<file path="config.mk">
export PLATFORM = sky130hd
export DESIGN_NAME = aps_pin_select
export DESIGN_NICKNAME = d
export VERILOG_FILES = /design/src/pkg/aps_pkg.sv /design/src/aps_pin_select.sv
export VERILOG_INCLUDE_DIRS = /design/src /design/src/pkg
export SDC_FILE = /design/constraint.sdc
export NUM_CORES = 1
export LEC_CHECK = 0
export ABC_AREA = 1
export BUFFER_PORTS_ARGS = -buffer_cell sky130_fd_sc_hd__buf_2
export CORE_MARGIN = 1
export CORE_UTILIZATION = 40
export CTS_CLUSTER_DIAMETER = 120
export DETAILED_ROUTE_END_ITERATION = 7
export PLACE_DENSITY_LB_ADDON = 0.12
export SLEW_MARGIN = 20
export SYNTH_ARGS = -nofsm -noshare
export SYNTH_HDL_FRONTEND = slang
export SYNTH_SLANG_ARGS = --single-unit
</file>
<file path="constraint.sdc">
create_clock -name clk -period 0.8 [get_ports clk]
set_input_delay 0.08 -clock clk [delete_from_list [all_inputs] [get_ports clk]]
set_output_delay 0.08 -clock clk [all_outputs]
set_load 0.01 [all_outputs]
</file>
<file path="src/pkg/aps_params.svh">
// Constants for the analog pin select registers.
`ifndef APS_PARAMS_SVH
`define APS_PARAMS_SVH
`define APS_PAGE          8'h00
`define APS_P4_ADDR       8'hA5
`define APS_P5_ADDR       8'hA6
`define APS_P3_ADDR       8'hA4
`define APS_P4_RESET      8'h00
`define APS_P5_RESET      3'h0
`define APS_P3_RESET      1'h0
`define APS_P5_WIDTH      3
`define APS_P4_WIDTH      8
`define APS_P3_WIDTH      1
`define APS_DATA_WIDTH    8
`endif

</file>
<file path="src/pkg/aps_pkg.sv">
// Types shared by the analog pin select registers.
package aps_pkg;
  typedef struct packed {
    logic [7:0] addr;
    logic [7:0] page;
    logic [7:0] wdata;
    logic       wr;
    logic       rd;
  } aps_sfr_req_t;

  typedef struct packed {
    logic       p3_0;
    logic [7:0] p4;
    logic [2:0] p5;
  } aps_route_t;
endpackage : aps_pkg

</file>
<file path="src/aps_pin_select.sv">
// Analog pin select registers on the special-function-register bus.
`include "aps_params.svh"
module aps_pin_select (
  // Clock and reset
  input  wire logic                clk,
  input  wire logic                reset,
  // Register bus
  input  wire aps_pkg::aps_sfr_req_t sfr_req,
  output      logic [7:0]          sfr_rdata,
  output      logic                sfr_hit,
  // Router controls
  output      aps_pkg::aps_route_t route
);
  import aps_pkg::*;

  // Widths of the three select groups held in this block.
  localparam int unsigned P3_BITS   = `APS_P3_WIDTH;
  localparam int unsigned P4_BITS   = `APS_P4_WIDTH;
  localparam int unsigned P5_BITS   = `APS_P5_WIDTH;
  localparam int unsigned DATA_BITS = `APS_DATA_WIDTH;
  localparam int unsigned SEL_BITS  = P3_BITS + P4_BITS + P5_BITS;
  localparam int unsigned P3_PAD    = DATA_BITS - P3_BITS;
  localparam int unsigned P5_PAD    = DATA_BITS - P5_BITS;

  // Decoded bus strobes.
  logic                 on_page;
  logic                 wr_p3;
  logic                 wr_p4;
  logic                 wr_p5;
  logic                 rd_p3;
  logic                 rd_p4;
  logic                 rd_p5;
  logic                 rd_any;
  logic                 rd_unmapped;

  // Flat view of all pin selects: entry 0 is pin 3.0, entries 1 to 8 are
  // pins 4.0 to 4.7 and entries 9 to 11 are pins 5.0 to 5.2.
  logic [SEL_BITS-1:0]  sel;
  logic [SEL_BITS-1:0]  sel_wr;
  logic [SEL_BITS-1:0]  sel_data;
  logic [SEL_BITS-1:0]  next_sel;

  // Read path.
  logic [DATA_BITS-1:0] next_rdata;
  logic                 next_hit;

  // A strobe on any other page belongs to a register that shares the address,
  // so the page match gates every write and read here.
  always_comb
  begin
    on_page     = (sfr_req.page == `APS_PAGE);
    wr_p3       = 1'b0;
    wr_p4       = 1'b0;
    wr_p5       = 1'b0;
    rd_p3       = 1'b0;
    rd_p4       = 1'b0;
    rd_p5       = 1'b0;
    rd_unmapped = 1'b0;
    if (on_page)
    begin
      wr_p3       = sfr_req.wr && (sfr_req.addr == `APS_P3_ADDR);
      wr_p4       = sfr_req.wr && (sfr_req.addr == `APS_P4_ADDR);
      wr_p5       = sfr_req.wr && (sfr_req.addr == `APS_P5_ADDR);
      rd_p3       = sfr_req.rd && (sfr_req.addr == `APS_P3_ADDR);
      rd_p4       = sfr_req.rd && (sfr_req.addr == `APS_P4_ADDR);
      rd_p5       = sfr_req.rd && (sfr_req.addr == `APS_P5_ADDR);
      rd_unmapped = sfr_req.rd && !(rd_p3 || rd_p4 || rd_p5);
    end
    rd_any = rd_p3 || rd_p4 || rd_p5;
  end

  assign sel = {route.p5, route.p4, route.p3_0};

  // Each select bit takes its write data bit when its register is written,
  // and otherwise keeps its value.
  genvar g;
  generate
    for (g = 0; g < SEL_BITS; g++)
    begin : g_sel_bit
      if (g < P3_BITS)
      begin : g_p3
        // Only bit 0 of the port 3 register lives here; the rest is kept elsewhere.
        assign sel_wr[g]   = wr_p3;
        assign sel_data[g] = sfr_req.wdata[g];
      end
      else if (g < P3_BITS + P4_BITS)
      begin : g_p4
        assign sel_wr[g]   = wr_p4;
        assign sel_data[g] = sfr_req.wdata[g - P3_BITS];
      end
      else
      begin : g_p5
        // Only the low bits are stored; reserved write data is dropped.
        assign sel_wr[g]   = wr_p5;
        assign sel_data[g] = sfr_req.wdata[g - P3_BITS - P4_BITS];
      end
      assign next_sel[g] = sel_wr[g] ? sel_data[g] : sel[g];
    end
  endgenerate

  // Read data holds until the next read on this page, so a slow reader can
  // pick it up later; the hit flag is a single-cycle pulse.
  always_comb
  begin
    next_rdata = sfr_rdata;
    next_hit   = rd_any;
    if (rd_p3)
    begin
      next_rdata = {{P3_PAD{1'b0}}, route.p3_0};
    end
    else if (rd_p4)
    begin
      next_rdata = route.p4;
    end
    else if (rd_p5)
    begin
      // Reserved bits are not stored, so they always read as zero.
      next_rdata = {{P5_PAD{1'b0}}, route.p5};
    end
    else if (rd_unmapped)
    begin
      next_rdata = {DATA_BITS{1'b0}};
    end
  end

  always_ff @(posedge clk or posedge reset)
  begin
    if (reset)
    begin
      route.p3_0 <= `APS_P3_RESET;
      route.p4   <= `APS_P4_RESET;
      route.p5   <= `APS_P5_RESET;
      sfr_rdata  <= 8'h00;
      sfr_hit    <= 1'b0;
    end
    else
    begin
      route.p3_0 <= next_sel[0];
      route.p4   <= next_sel[P3_BITS +: P4_BITS];
      route.p5   <= next_sel[P3_BITS + P4_BITS +: P5_BITS];
      sfr_rdata  <= next_rdata;
      sfr_hit    <= next_hit;
    end
  end
endmodule : aps_pin_select

</file>
[Word-level counts from Yosys, hierarchy flattened]
Index checks and enable logic that the tools add are counted.
Operators by class
  add/sub/neg operators: 0
  magnitude comparators: 0
  equality and inequality tests: 3
  bitwise gates (word level): 0
  multiply operators: 0
  reduce and logical (&&, ||, !) cells: 14
  shift-type cells: 0
  div/mod/pow operators: 0
  mux-type cells: 11
Operators by type and width (number)
  8-bit 2-to-1 mux: 4
  8-bit equality test (second input constant): 3
  8-bit zero test: 1
  1-bit logical AND: 7
  1-bit 2-to-1 mux: 7
  1-bit logical OR: 4
  4-bit nonzero test: 1
  1-bit zero test: 1
Word-level totals
  RAM bits: 0
  memories kept: 0
  word-level logic and storage cells: 33
  memory bits (read-only): 0
  bits in latches: 0
  bits in registers: 21

[Depth between registers and ports, before layout]
Gate-level depths: netlist (run 1).
  depth in word-level cells: 11
  gate-level depth with buffers: 8
  gate-level depth less buffers: 7

[Least setup slack after synthesis (run 1)]
Ideal clock, no wire load.
  path type: input port to flip-flop
  start: input port sfr_req[15] (netlist name)
  end: register route[3] (netlist name)
  required time: 0.682 ns
  library setup time: 0.118 ns
  stages on the path: 7
  setup slack: -0.230 ns
  arrival time: 0.912 ns
  cell sequence: nor2_1 nand2_2 nor3b_4 nand2_2 buf_6 nand2_2 o21ai_2
On the way
  word-level cells in the longest chain between the ends: 2
Ends and longest elaborated chain
  start: declaration: RTL line aps_pin_select.sv:8  | input wire aps_pkg::aps_sfr_req_t sfr_req,
  8-bit zero test (no line)
  1-bit 2-to-1 mux: RTL line aps_pin_select.sv:59  | if (on_page)
  end: declaration: RTL line aps_pin_select.sv:12  | output aps_pkg::aps_route_t route
Every way passes these cells.
A chain may end at the register's enable or synchronous reset.

[Worst setup path in the final report (run 1)]
  start: register route[3] (netlist name)
  end: output port route[3] (netlist name)
No word-level cell between the ends.

==> results of run 1 <==
==> power groups by stage <==
stage	combinational (mW)	clock (mW)	sequential [mW]
global route	0.225	0.561	1.06
CTS	0.177	0.511	1.06
finish	0.203	0.501	1.06
global placement	0.165	0	1.08
detailed placement	0.172	0	1.08
floorplan	0.0678	0	1.08
==> synth_stat cells <==
| library cell | n |
|---|---|
| o21ai_2 | 3 |
| buf_6 | 1 |
| nor2_2 | 4 |
| o21ai_0 | 1 |
| buf_4 | 2 |
| o21ai_1 | 4 |
| inv_1 | 5 |
| nor3_1 | 1 |
| nor3b_4 | 1 |
| nand2_4 | 1 |
| nand2_1 | 31 |
| nand4_1 | 4 |
| inv_2 | 3 |
| nand2_2 | 8 |
| dfrtp_1 | 21 |
| nand3_1 | 19 |
| nor2_4 | 1 |
| nor2_1 | 8 |
==> cell type report <==
class | instances | share of cell area, %
multi-input cells | 87 | 34.72
repair buffers | 73 | 29.09
flip-flops and latches | 21 | 30.70
well taps | 28 | 2.047
clock buffers | 4 | 1.535
inverters | 8 | 1.901
==> cell families (layout without fill, tap and decap cells) <==
| logic type | Yosys count | in the layout | synth area share (%) |
|---|---|---|---|
| buffers and inverters | 11 | 85 | 5.514 |
| AND/OR/NAND/NOR | 78 | 79 | 37.99 |
| flip-flops | 21 | 21 | 51.47 |
| AO/OA/AOI/OAI | 8 | 8 | 5.025 |
==> per-stage QoR <==
stage          hold WS, ps  cells
3_5_place_dp         120.4    199
2_1_floorplan        56.53    118
3_3_place_gp         116.6    199
4_1_cts              5.957    219
6_report             20.70    221
5_1_grt              5.698    221
==> sequential cells by signal, indices dropped and copies added (netlist names) <==
name,count
sfr_hit,1
route,12
sfr_rdata,8
==> metal layers <==
metal,up-vias,wire length (um)
li1,535,-
met1,511,1151
met2,33,1438
met3,2,133
met4,0,10
met5,-,0
==> timing repair <==
item | CTS | global route
pin swaps | 2 | 17
gates cloned | 0 | 1
resized for setup | 5 | 28
setup endpoints to repair | 29 | 39
buffers inserted | 15 | 0
hold buffers | 1 | 1
hold endpoints to repair | 21 | 1
==> worst min-delay path, cell delays in order <==
cell     delay (ps)
buf_2            80
nand3_1          70
nand2_1          70
==> how the worst max path moves through the flow <==
stage | to | slack (ps) | cells past startpoint
after floorplan | route[3] | -210 | 7
after global placement | route[5] | -320 | 7
after detailed placement | route[5] | -350 | 7
after CTS | route[3] | -160 | 1
after global routing | route[3] | -190 | 1
final | route[3] | -160 | 1
==> flow_summary.yaml, run 1 <==
status:
  run_status: "complete, but fails checks"
  violations: "negative setup slack"
setup_path:
  crit_required_ps: 720
  critical_path.slowest_cell: "dfrtp_1"
  regToRegSetupSlack_ps: -10
  cp-start-kind: "register"
  startpoint: "route[3]"
  path_delay_family: "flip-flops"
  path_max_fanout: 3
  critPathArrivalTime_ps: 880
  crit_buf_inv: 1
  crit_chain: "buf_2"
  end_kind: "primary output"
  worstRegToRegCells: 3
  r2r_end: "sfr_rdata[0]"
  max_stage_delay_ps: 430
  reg2reg_from: "route[11]"
  critPathKind: "reg -> out"
power:
  p_leak_nw: 0.9773
  powerDensity_nw_per_um2: 1031
  power_frac_seq_pct: 60.1
  p_int_mw: 1.355
  irDropWorstVdd_mv: 0.9904
  pwr-share-comb_pct: 11.5
  power_mw: 1.765
  clockPowerShare_pct: 28.4
  netSwitchingPower_mw: 0.4100
  switching_share_pct: 23.23
synth:
  avgSynthCellArea_um2: 8.652
  ys_ff_latch: 21
  synth_nets: 146
  synth_top_area_cell: "dfrtp_1"
  ys_types: 18
  synth.area.top_cells: "dfrtp_1 51%, nand2_1 11%, nand3_1 9.3%"
  synth_top_cell_area_share_pct: 51.47
  netlist_area_um2: 1021
  yosysWarnings: 0
  synth_cells: 118
  synth_seq_area_share_pct: 51.47
timing:
  period_share_pct: 120.0
  rsz0062_at_grt: "yes"
  period_needed_ps: 960.2
  drv_slew: 0
  fin_worst_skew_ps: 6.131
  tns_ps: -2422
  slew_headroom_pct: 78.50
  setup_viol: 26
  finalHoldViolations: 0
  fmax_mhz: 1042
  worstMarginPinSlew_ps: 322.1
  timing.final.ws_setup_ps: -160.2
floorplanning:
  dieArea_um2: 2758
  fp.dieH_um: 52.52
  die_w_um: 52.52
  design.core.area_um2: 2318
  start_util_pct: 44.04
  boundaryPins: 49
  num_rows: 17
place:
  place.gp.congestion: 0.7643
  place_area_um2: 1408
  dp_hpwl_um: 1895
  io_buffers: 48
  dp_slack_ps: -345.2
clocking:
  clk_latency_ps: 300
  cts_tree: "done"
  path_clk_slew_ps: 120
  htreeDepth: 1
  cts_root_buf: "clkbuf_4"
  clock_sinks: 21
  clock_path_buffers: 2
  numCtsBuffers: 3
hold_path:
  whs_endpoint: "route[9]"
  whs_path_depth: 3
  hold_class: "in -> reg"
  hp-start: "sfr_req[8]"
layout:
  antennaDiodeCount: 0
  final_common_cell: "buf_2"
  design_area_um2: 1712
  layout-drive-gt1-share_pct: 62.69
  syn2layout_area_growth_pct: 67.65
  multi_input_area_um2: 594.3
  layout_common_cells: "42 x buf_2, 24 x nand2_1, 21 x dfrtp_1"
  fillers: 183
  finalNetCount: 222
  postLayoutCoreUtil_pct: 73.83
  ff_latch_area_um2: 525.5
global_routing:
  grt_usage_pct: 21.60
  grt_pass1_vias: 996
  grt.overflow.total: 0
  grt_max_degree: 22
  gr-max-usage-layer: "met2"
  grt_util_met3_pct: 4.638
  grt_pass1_wl_um: 4360
  use_met2_pct: 38.19
  grt_antenna_before_repair: 0
  grtUsageMet1_pct: 27.52
routing:
  drc: 0
  via_per_inst: 4.891
  vias: 1081
  drtIter0Drc: 15
  firstDrtPassIters: 4
  ant_nets: 0
  wl_per_cell_um: 12.37
  wl_um: 2733
job:
  maxCapViolations: 0
Note: power is estimated with default switching activity, not from simulation.
==> run 2: changes to the inputs <==
--- a/config.mk
+++ b/config.mk
@@ -9,7 +9,7 @@
 export ABC_AREA = 1
 export BUFFER_PORTS_ARGS = -buffer_cell sky130_fd_sc_hd__buf_2
 export CORE_MARGIN = 1
-export CORE_UTILIZATION = 40
+export CORE_UTILIZATION = 48
 export CTS_CLUSTER_DIAMETER = 120
 export DETAILED_ROUTE_END_ITERATION = 7
 export PLACE_DENSITY_LB_ADDON = 0.12
==> constraint.sdc (replaced) <==
create_clock -name clk -period 1.2 [get_ports clk]
set_input_delay 0.12 -clock clk [delete_from_list [all_inputs] [get_ports clk]]
set_output_delay 0.12 -clock clk [all_outputs]
set_load 0.01 [all_outputs]
==> run 2 against run 1 <==
Against the previous run:
- the flow now finishes without violations
- power is 35% lower
- sequential power is 33% lower
- core utilization is 5.6 points lower
- combinational power is 51% lower
- sequential cell count stayed put
- worst hold slack better by 13 ps
- design area is 21% lower
- setup slack better by 350 ps
- routed wire length is 17% lower
- die area is 16% lower
- via count is 8.1% lower
- largest cell class is now flip-flops and latches
- largest power group unchanged
==> flow_summary.yaml, run 2 (synthesis gave the netlist of run 1 again) <==
setup_path:
  cp-start-kind: "register"
  max_stage_delay_ps: 430
  regToRegSetupSlack_ps: 470
  crit_required_ps: 1080
  critPathKind: "reg -> out"
  path_max_fanout: 3
  crit_buf_inv: 1
  critPathArrivalTime_ps: 890
  path_delay_family: "flip-flops"
  crit_chain: "buf_2"
  end_kind: "primary output"
  critical_path.slowest_cell: "dfrtp_1"
place:
  place.gp.congestion: 0.8390
  io_buffers: 48
  dp_hpwl_um: 1779
power:
  irDropWorstVdd_mv: 1.018
  switching_share_pct: 23.50
  p_leak_nw: 0.8023
  clockPowerShare_pct: 29.7
  pwr-share-comb_pct: 8.7
  powerDensity_nw_per_um2: 849.9
  p_int_mw: 0.8786
  power_frac_seq_pct: 61.6
  netSwitchingPower_mw: 0.2698
layout:
  final_common_cell: "buf_2"
  largest_register_ffs: 12
  postLayoutCoreUtil_pct: 68.18
  finalNetCount: 203
  layout_common_cells: "48 x buf_2, 31 x nand2_1, 21 x dfrtp_1"
  antennaDiodeCount: 0
  largest-register: "route"
  top_regs: "route (12), sfr_rdata (8), sfr_hit (1)"
  layout-drive-gt1-share_pct: 45.40
  syn2layout_area_growth_pct: 32.35
clocking:
  path_clk_slew_ps: 120
  cts_resized: 0
  clock_sinks: 21
  clock_path_buffers: 2
  cts_tree: "done"
  numCtsBuffers: 3
  clk_latency_ps: 310
  htreeDepth: 1
  cts_root_buf: "clkbuf_4"
global_routing:
  grt_pass1_wl_um: 3519
  grt_usage_pct: 22.07
  grt_max_degree: 22
  gr-max-usage-layer: "met2"
  grt_util_met3_pct: 7.407
  grt.overflow.total: 0
  use_met2_pct: 39.73
  grt_antenna_before_repair: 0
  grt_pass1_vias: 865
  grtUsageMet1_pct: 26.54
timing:
  worstMarginPinSlew_ps: 264.8
  setup_viol: 0
  tns_ps: 0
  fmax_mhz: 987.9
  rsz0062_at_grt: "no"
  period_share_pct: 84.36
  slew_headroom_pct: 82.34
  period_needed_ps: 1012
  finalHoldViolations: 0
  fin_worst_skew_ps: 3.789
  drv_slew: 0
floorplanning:
  die_w_um: 48.12
  boundaryPins: 49
  dieArea_um2: 2316
  start_util_pct: 51.52
  num_rows: 16
  design.core.area_um2: 1982
  fp.dieH_um: 48.12
routing:
  wl_per_cell_um: 11.23
  ant_nets: 0
  drc: 0
  wl_um: 2258
  vias: 993
  firstDrtPassIters: 5
  drtIter0Drc: 21
  via_per_inst: 4.940
hold_path:
  hold_class: "in -> reg"
status:
  run_status: "completed"
job:
  maxCapViolations: 0
## run 2: what timing repair did
item,CTS,global route
hold buffers,1,0
endpoints found under the hold margin,21,0
buffers inserted,0,0
## run 2: cell type report
cell class                 count  area (um2)
clock inverter                 1       5.005
inverter                       8       30.03
tap                           27       33.78
sequential                    21       525.5
fill                         174       630.6
clock buffer                   3       22.52
timing repair buffer          55       295.3
multi-input combinational     86       439.2
## run 2: through the flow
stage / setup slack (ps) / instances / hold WS (ps) / total power, mW / instance area (um2)
2_1_floorplan: 130.0 / 118 / 96.53 / 0.7614 / 1021
3_3_place_gp: 30.17 / 196 / 154.7 / 0.8167 / 1314
3_5_place_dp: 9.454 / 196 / 165.8 / 0.8203 / 1314
4_1_cts: 186.2 / 201 / 37.12 / 1.155 / 1351
5_1_grt: 154.6 / 201 / 39.41 / 1.202 / 1351
6_report: 187.7 / 201 / 33.65 / 1.148 / 1351
## run 2: power by group through the flow
stage          logic (mW)  registers [mW]  clock network [mW]
6_report           0.0996           0.708               0.341
3_3_place_gp       0.0954           0.721                   0
5_1_grt             0.115           0.708               0.379
3_5_place_dp       0.0990           0.721                   0
4_1_cts             0.101           0.708               0.346
2_1_floorplan      0.0401           0.721                   0
## run 2: worst paths after layout
| check | endpoint | from | depth (start not counted) |
|---|---|---|---|
| max | route[3] | route[3] | 1 |
| min | route[8] | sfr_req[7] | 3 |
| max reg2reg | sfr_rdata[0] | route[3] | 2 |
| min reg2reg | sfr_rdata[5] | sfr_rdata[5] | 2 |
| max in group asynchronous | route[7] | reset | 4 |
| min in group asynchronous | sfr_rdata[2] | reset | 4 |
## run 2: layer usage
metal / share of wire (%) / up-vias
met3: 4.8 / 2
met4: 0.27 / 0
met2: 52 / 30
li1: - / 497
met5: 0 / -
met1: 43 / 464
==> run 3: changes to the inputs <==
--- a/config.mk
+++ b/config.mk
@@ -9,7 +9,7 @@
 export ABC_AREA = 1
 export BUFFER_PORTS_ARGS = -buffer_cell sky130_fd_sc_hd__buf_2
 export CORE_MARGIN = 1
-export CORE_UTILIZATION = 48
+export CORE_UTILIZATION = 45
 export CTS_CLUSTER_DIAMETER = 120
 export DETAILED_ROUTE_END_ITERATION = 7
 export PLACE_DENSITY_LB_ADDON = 0.12
==> constraint.sdc (replaced) <==
create_clock -name clk -period 1 [get_ports clk]
set_input_delay 0.1 -clock clk [delete_from_list [all_inputs] [get_ports clk]]
set_output_delay 0.1 -clock clk [all_outputs]
set_load 0.01 [all_outputs]
==> run 3 against run 2 <==
Against the previous run:
- die area up 6.4%
- setup slack worse by 160 ps
- register-to-register slack worse by 270 ps
- via count rose by 3.0%
- worst hold slack worse by 13 ps
- combinational power is 29% higher
- largest power group unchanged
- clock power increased by 20%
- critical path depth stayed put
- design area rose by 4.8%
- cell count increased by 2.5%
==> flow_summary.yaml, run 3 (synthesis gave the netlist of run 1 again) <==
layout:
  layout_common_cells: "48 x buf_2, 31 x nand2_1, 21 x dfrtp_1"
  finalNetCount: 208
  top_regs: "route (12), sfr_rdata (8), sfr_hit (1)"
  final_common_cell: "buf_2"
  largest_register_ffs: 12
  layout-drive-gt1-share_pct: 48.04
  antennaDiodeCount: 0
  postLayoutCoreUtil_pct: 69.36
  fillers: 176
  largest-register: "route"
  design_area_um2: 1416
  syn2layout_area_growth_pct: 38.73
clocking:
  clock_sinks: 21
  clock_path_buffers: 2
  cts_root_buf: "clkbuf_4"
  cts_tree: "done"
  cts_resized: 0
  clk_latency_ps: 300
  numCtsBuffers: 3
  path_clk_slew_ps: 120
  htreeDepth: 1
floorplanning:
  boundaryPins: 49
  num_rows: 16
  fp.dieH_um: 49.63
  dieArea_um2: 2463
  design.core.area_um2: 2042
  start_util_pct: 50.00
  die_w_um: 49.63
power:
  switching_share_pct: 23.68
  power_frac_seq_pct: 61.3
  p_int_mw: 1.057
  netSwitchingPower_mw: 0.3279
  power_mw: 1.385
  irDropWorstVdd_mv: 0.7820
  clockPowerShare_pct: 29.5
  p_leak_nw: 0.8338
  pwr-share-comb_pct: 9.2
  powerDensity_nw_per_um2: 977.8
timing:
  fin_worst_skew_ps: 2.491
  period_needed_ps: 970.5
  hold_ws_ps: 20.20
  slew_headroom_pct: 81.54
  fmax_mhz: 1030
  tns_ps: 0
  worstMarginPinSlew_ps: 276.0
  drv_slew: 0
  rsz0062_at_grt: "yes"
  setup_viol: 0
  finalHoldViolations: 0
  period_share_pct: 97.05
hold_path:
  hold_class: "in -> reg"
  whs_endpoint: "route[9]"
  hp-start: "sfr_req[8]"
  whs_path_depth: 3
global_routing:
  grt_max_degree: 22
  grt.overflow.total: 0
  grt_antenna_before_repair: 0
  grt_pass1_wl_um: 4153
  grt_usage_pct: 22.27
  grt_pass1_vias: 1013
routing:
  ant_nets: 0
  via_per_inst: 4.966
  firstDrtPassIters: 4
  drc: 0
  vias: 1023
  wl_um: 2430
  wl_per_cell_um: 11.80
  drtIter0Drc: 15
setup_path:
  cp-start-kind: "register"
  critical_path.slowest_cell: "dfrtp_1"
  end_kind: "primary output"
  critPathKind: "reg -> out"
  path_delay_family: "flip-flops"
  crit_required_ps: 900
  reg2reg_from: "route[8]"
  crit_buf_inv: 1
  critPathArrivalTime_ps: 870
  regToRegSetupSlack_ps: 200
  path_max_fanout: 3
  crit_chain: "buf_2"
  max_stage_delay_ps: 420
  worstRegToRegCells: 3
  r2r_end: "sfr_rdata[5]"
place:
  dp_hpwl_um: 1919
  place.gp.congestion: 0.8002
  io_buffers: 48
  place_area_um2: 1356
job:
  maxCapViolations: 0
status:
  run_status: "completed"
-- run 3: worst register-to-register path: stages, from the launching register on --
cell	delay, ps
dfrtp_1	410
buf_4	150
nand3_1	80
nand2_1	60
-- run 3: what timing repair did --
item                       CTS  global route
buffers inserted             0             3
hold buffers                 1             0
setup endpoints to repair    0             5
hold endpoints to repair    21             0
-- run 3: through the flow --
step | std cells | setup WS, ps
after global routing | 206 | -12.33
after floorplan | 118 | -30.76
final | 206 | 29.53
after detailed placement | 198 | -157.7
after CTS | 203 | 20.38
after global placement | 198 | -116.3
-- run 3: layer usage --
metal	vias to the layer above	share of wire [%]	wire length [um]	global-route usage (%)
met5	-	0	0	0
met4	0	0.62	15	7.143
met3	2	3.8	92	3.704
met2	28	56	1351	43.02
met1	486	40	970	24.10
li1	507	-	-	-
-- run 3: power by group through the flow --
stage	Clock, mW	Combinational (mW)	Sequential [mW]
6_report	0.408	0.128	0.849
5_1_grt	0.449	0.144	0.850
2_1_floorplan	0	0.0508	0.866
3_5_place_dp	0	0.127	0.866
4_1_cts	0.417	0.130	0.849
3_3_place_gp	0	0.122	0.866
-- run 3: worst max-delay path by stage --
stage / from / endpoint / slack (ps) / cells past startpoint
after CTS: route[2] / route[2] / 20 / 1
after global placement: sfr_req[11] / route[2] / -120 / 8
final: route[4] / route[4] / 30 / 1
after floorplan: sfr_req[11] / route[3] / -30 / 7
after detailed placement: sfr_req[11] / route[5] / -160 / 7
after global routing: route[4] / route[4] / -10 / 1
-- run 3: final cells by class --
type	count	area (um2)	area share, %
sequential	21	525.5	37.10
multi-input combinational	86	454.2	32.07
timing repair buffer	60	345.3	24.38
tap	27	33.78	2.385
inverter	8	30.03	2.120
clock buffer	3	22.52	1.590
clock inverter	1	5.005	0.3534
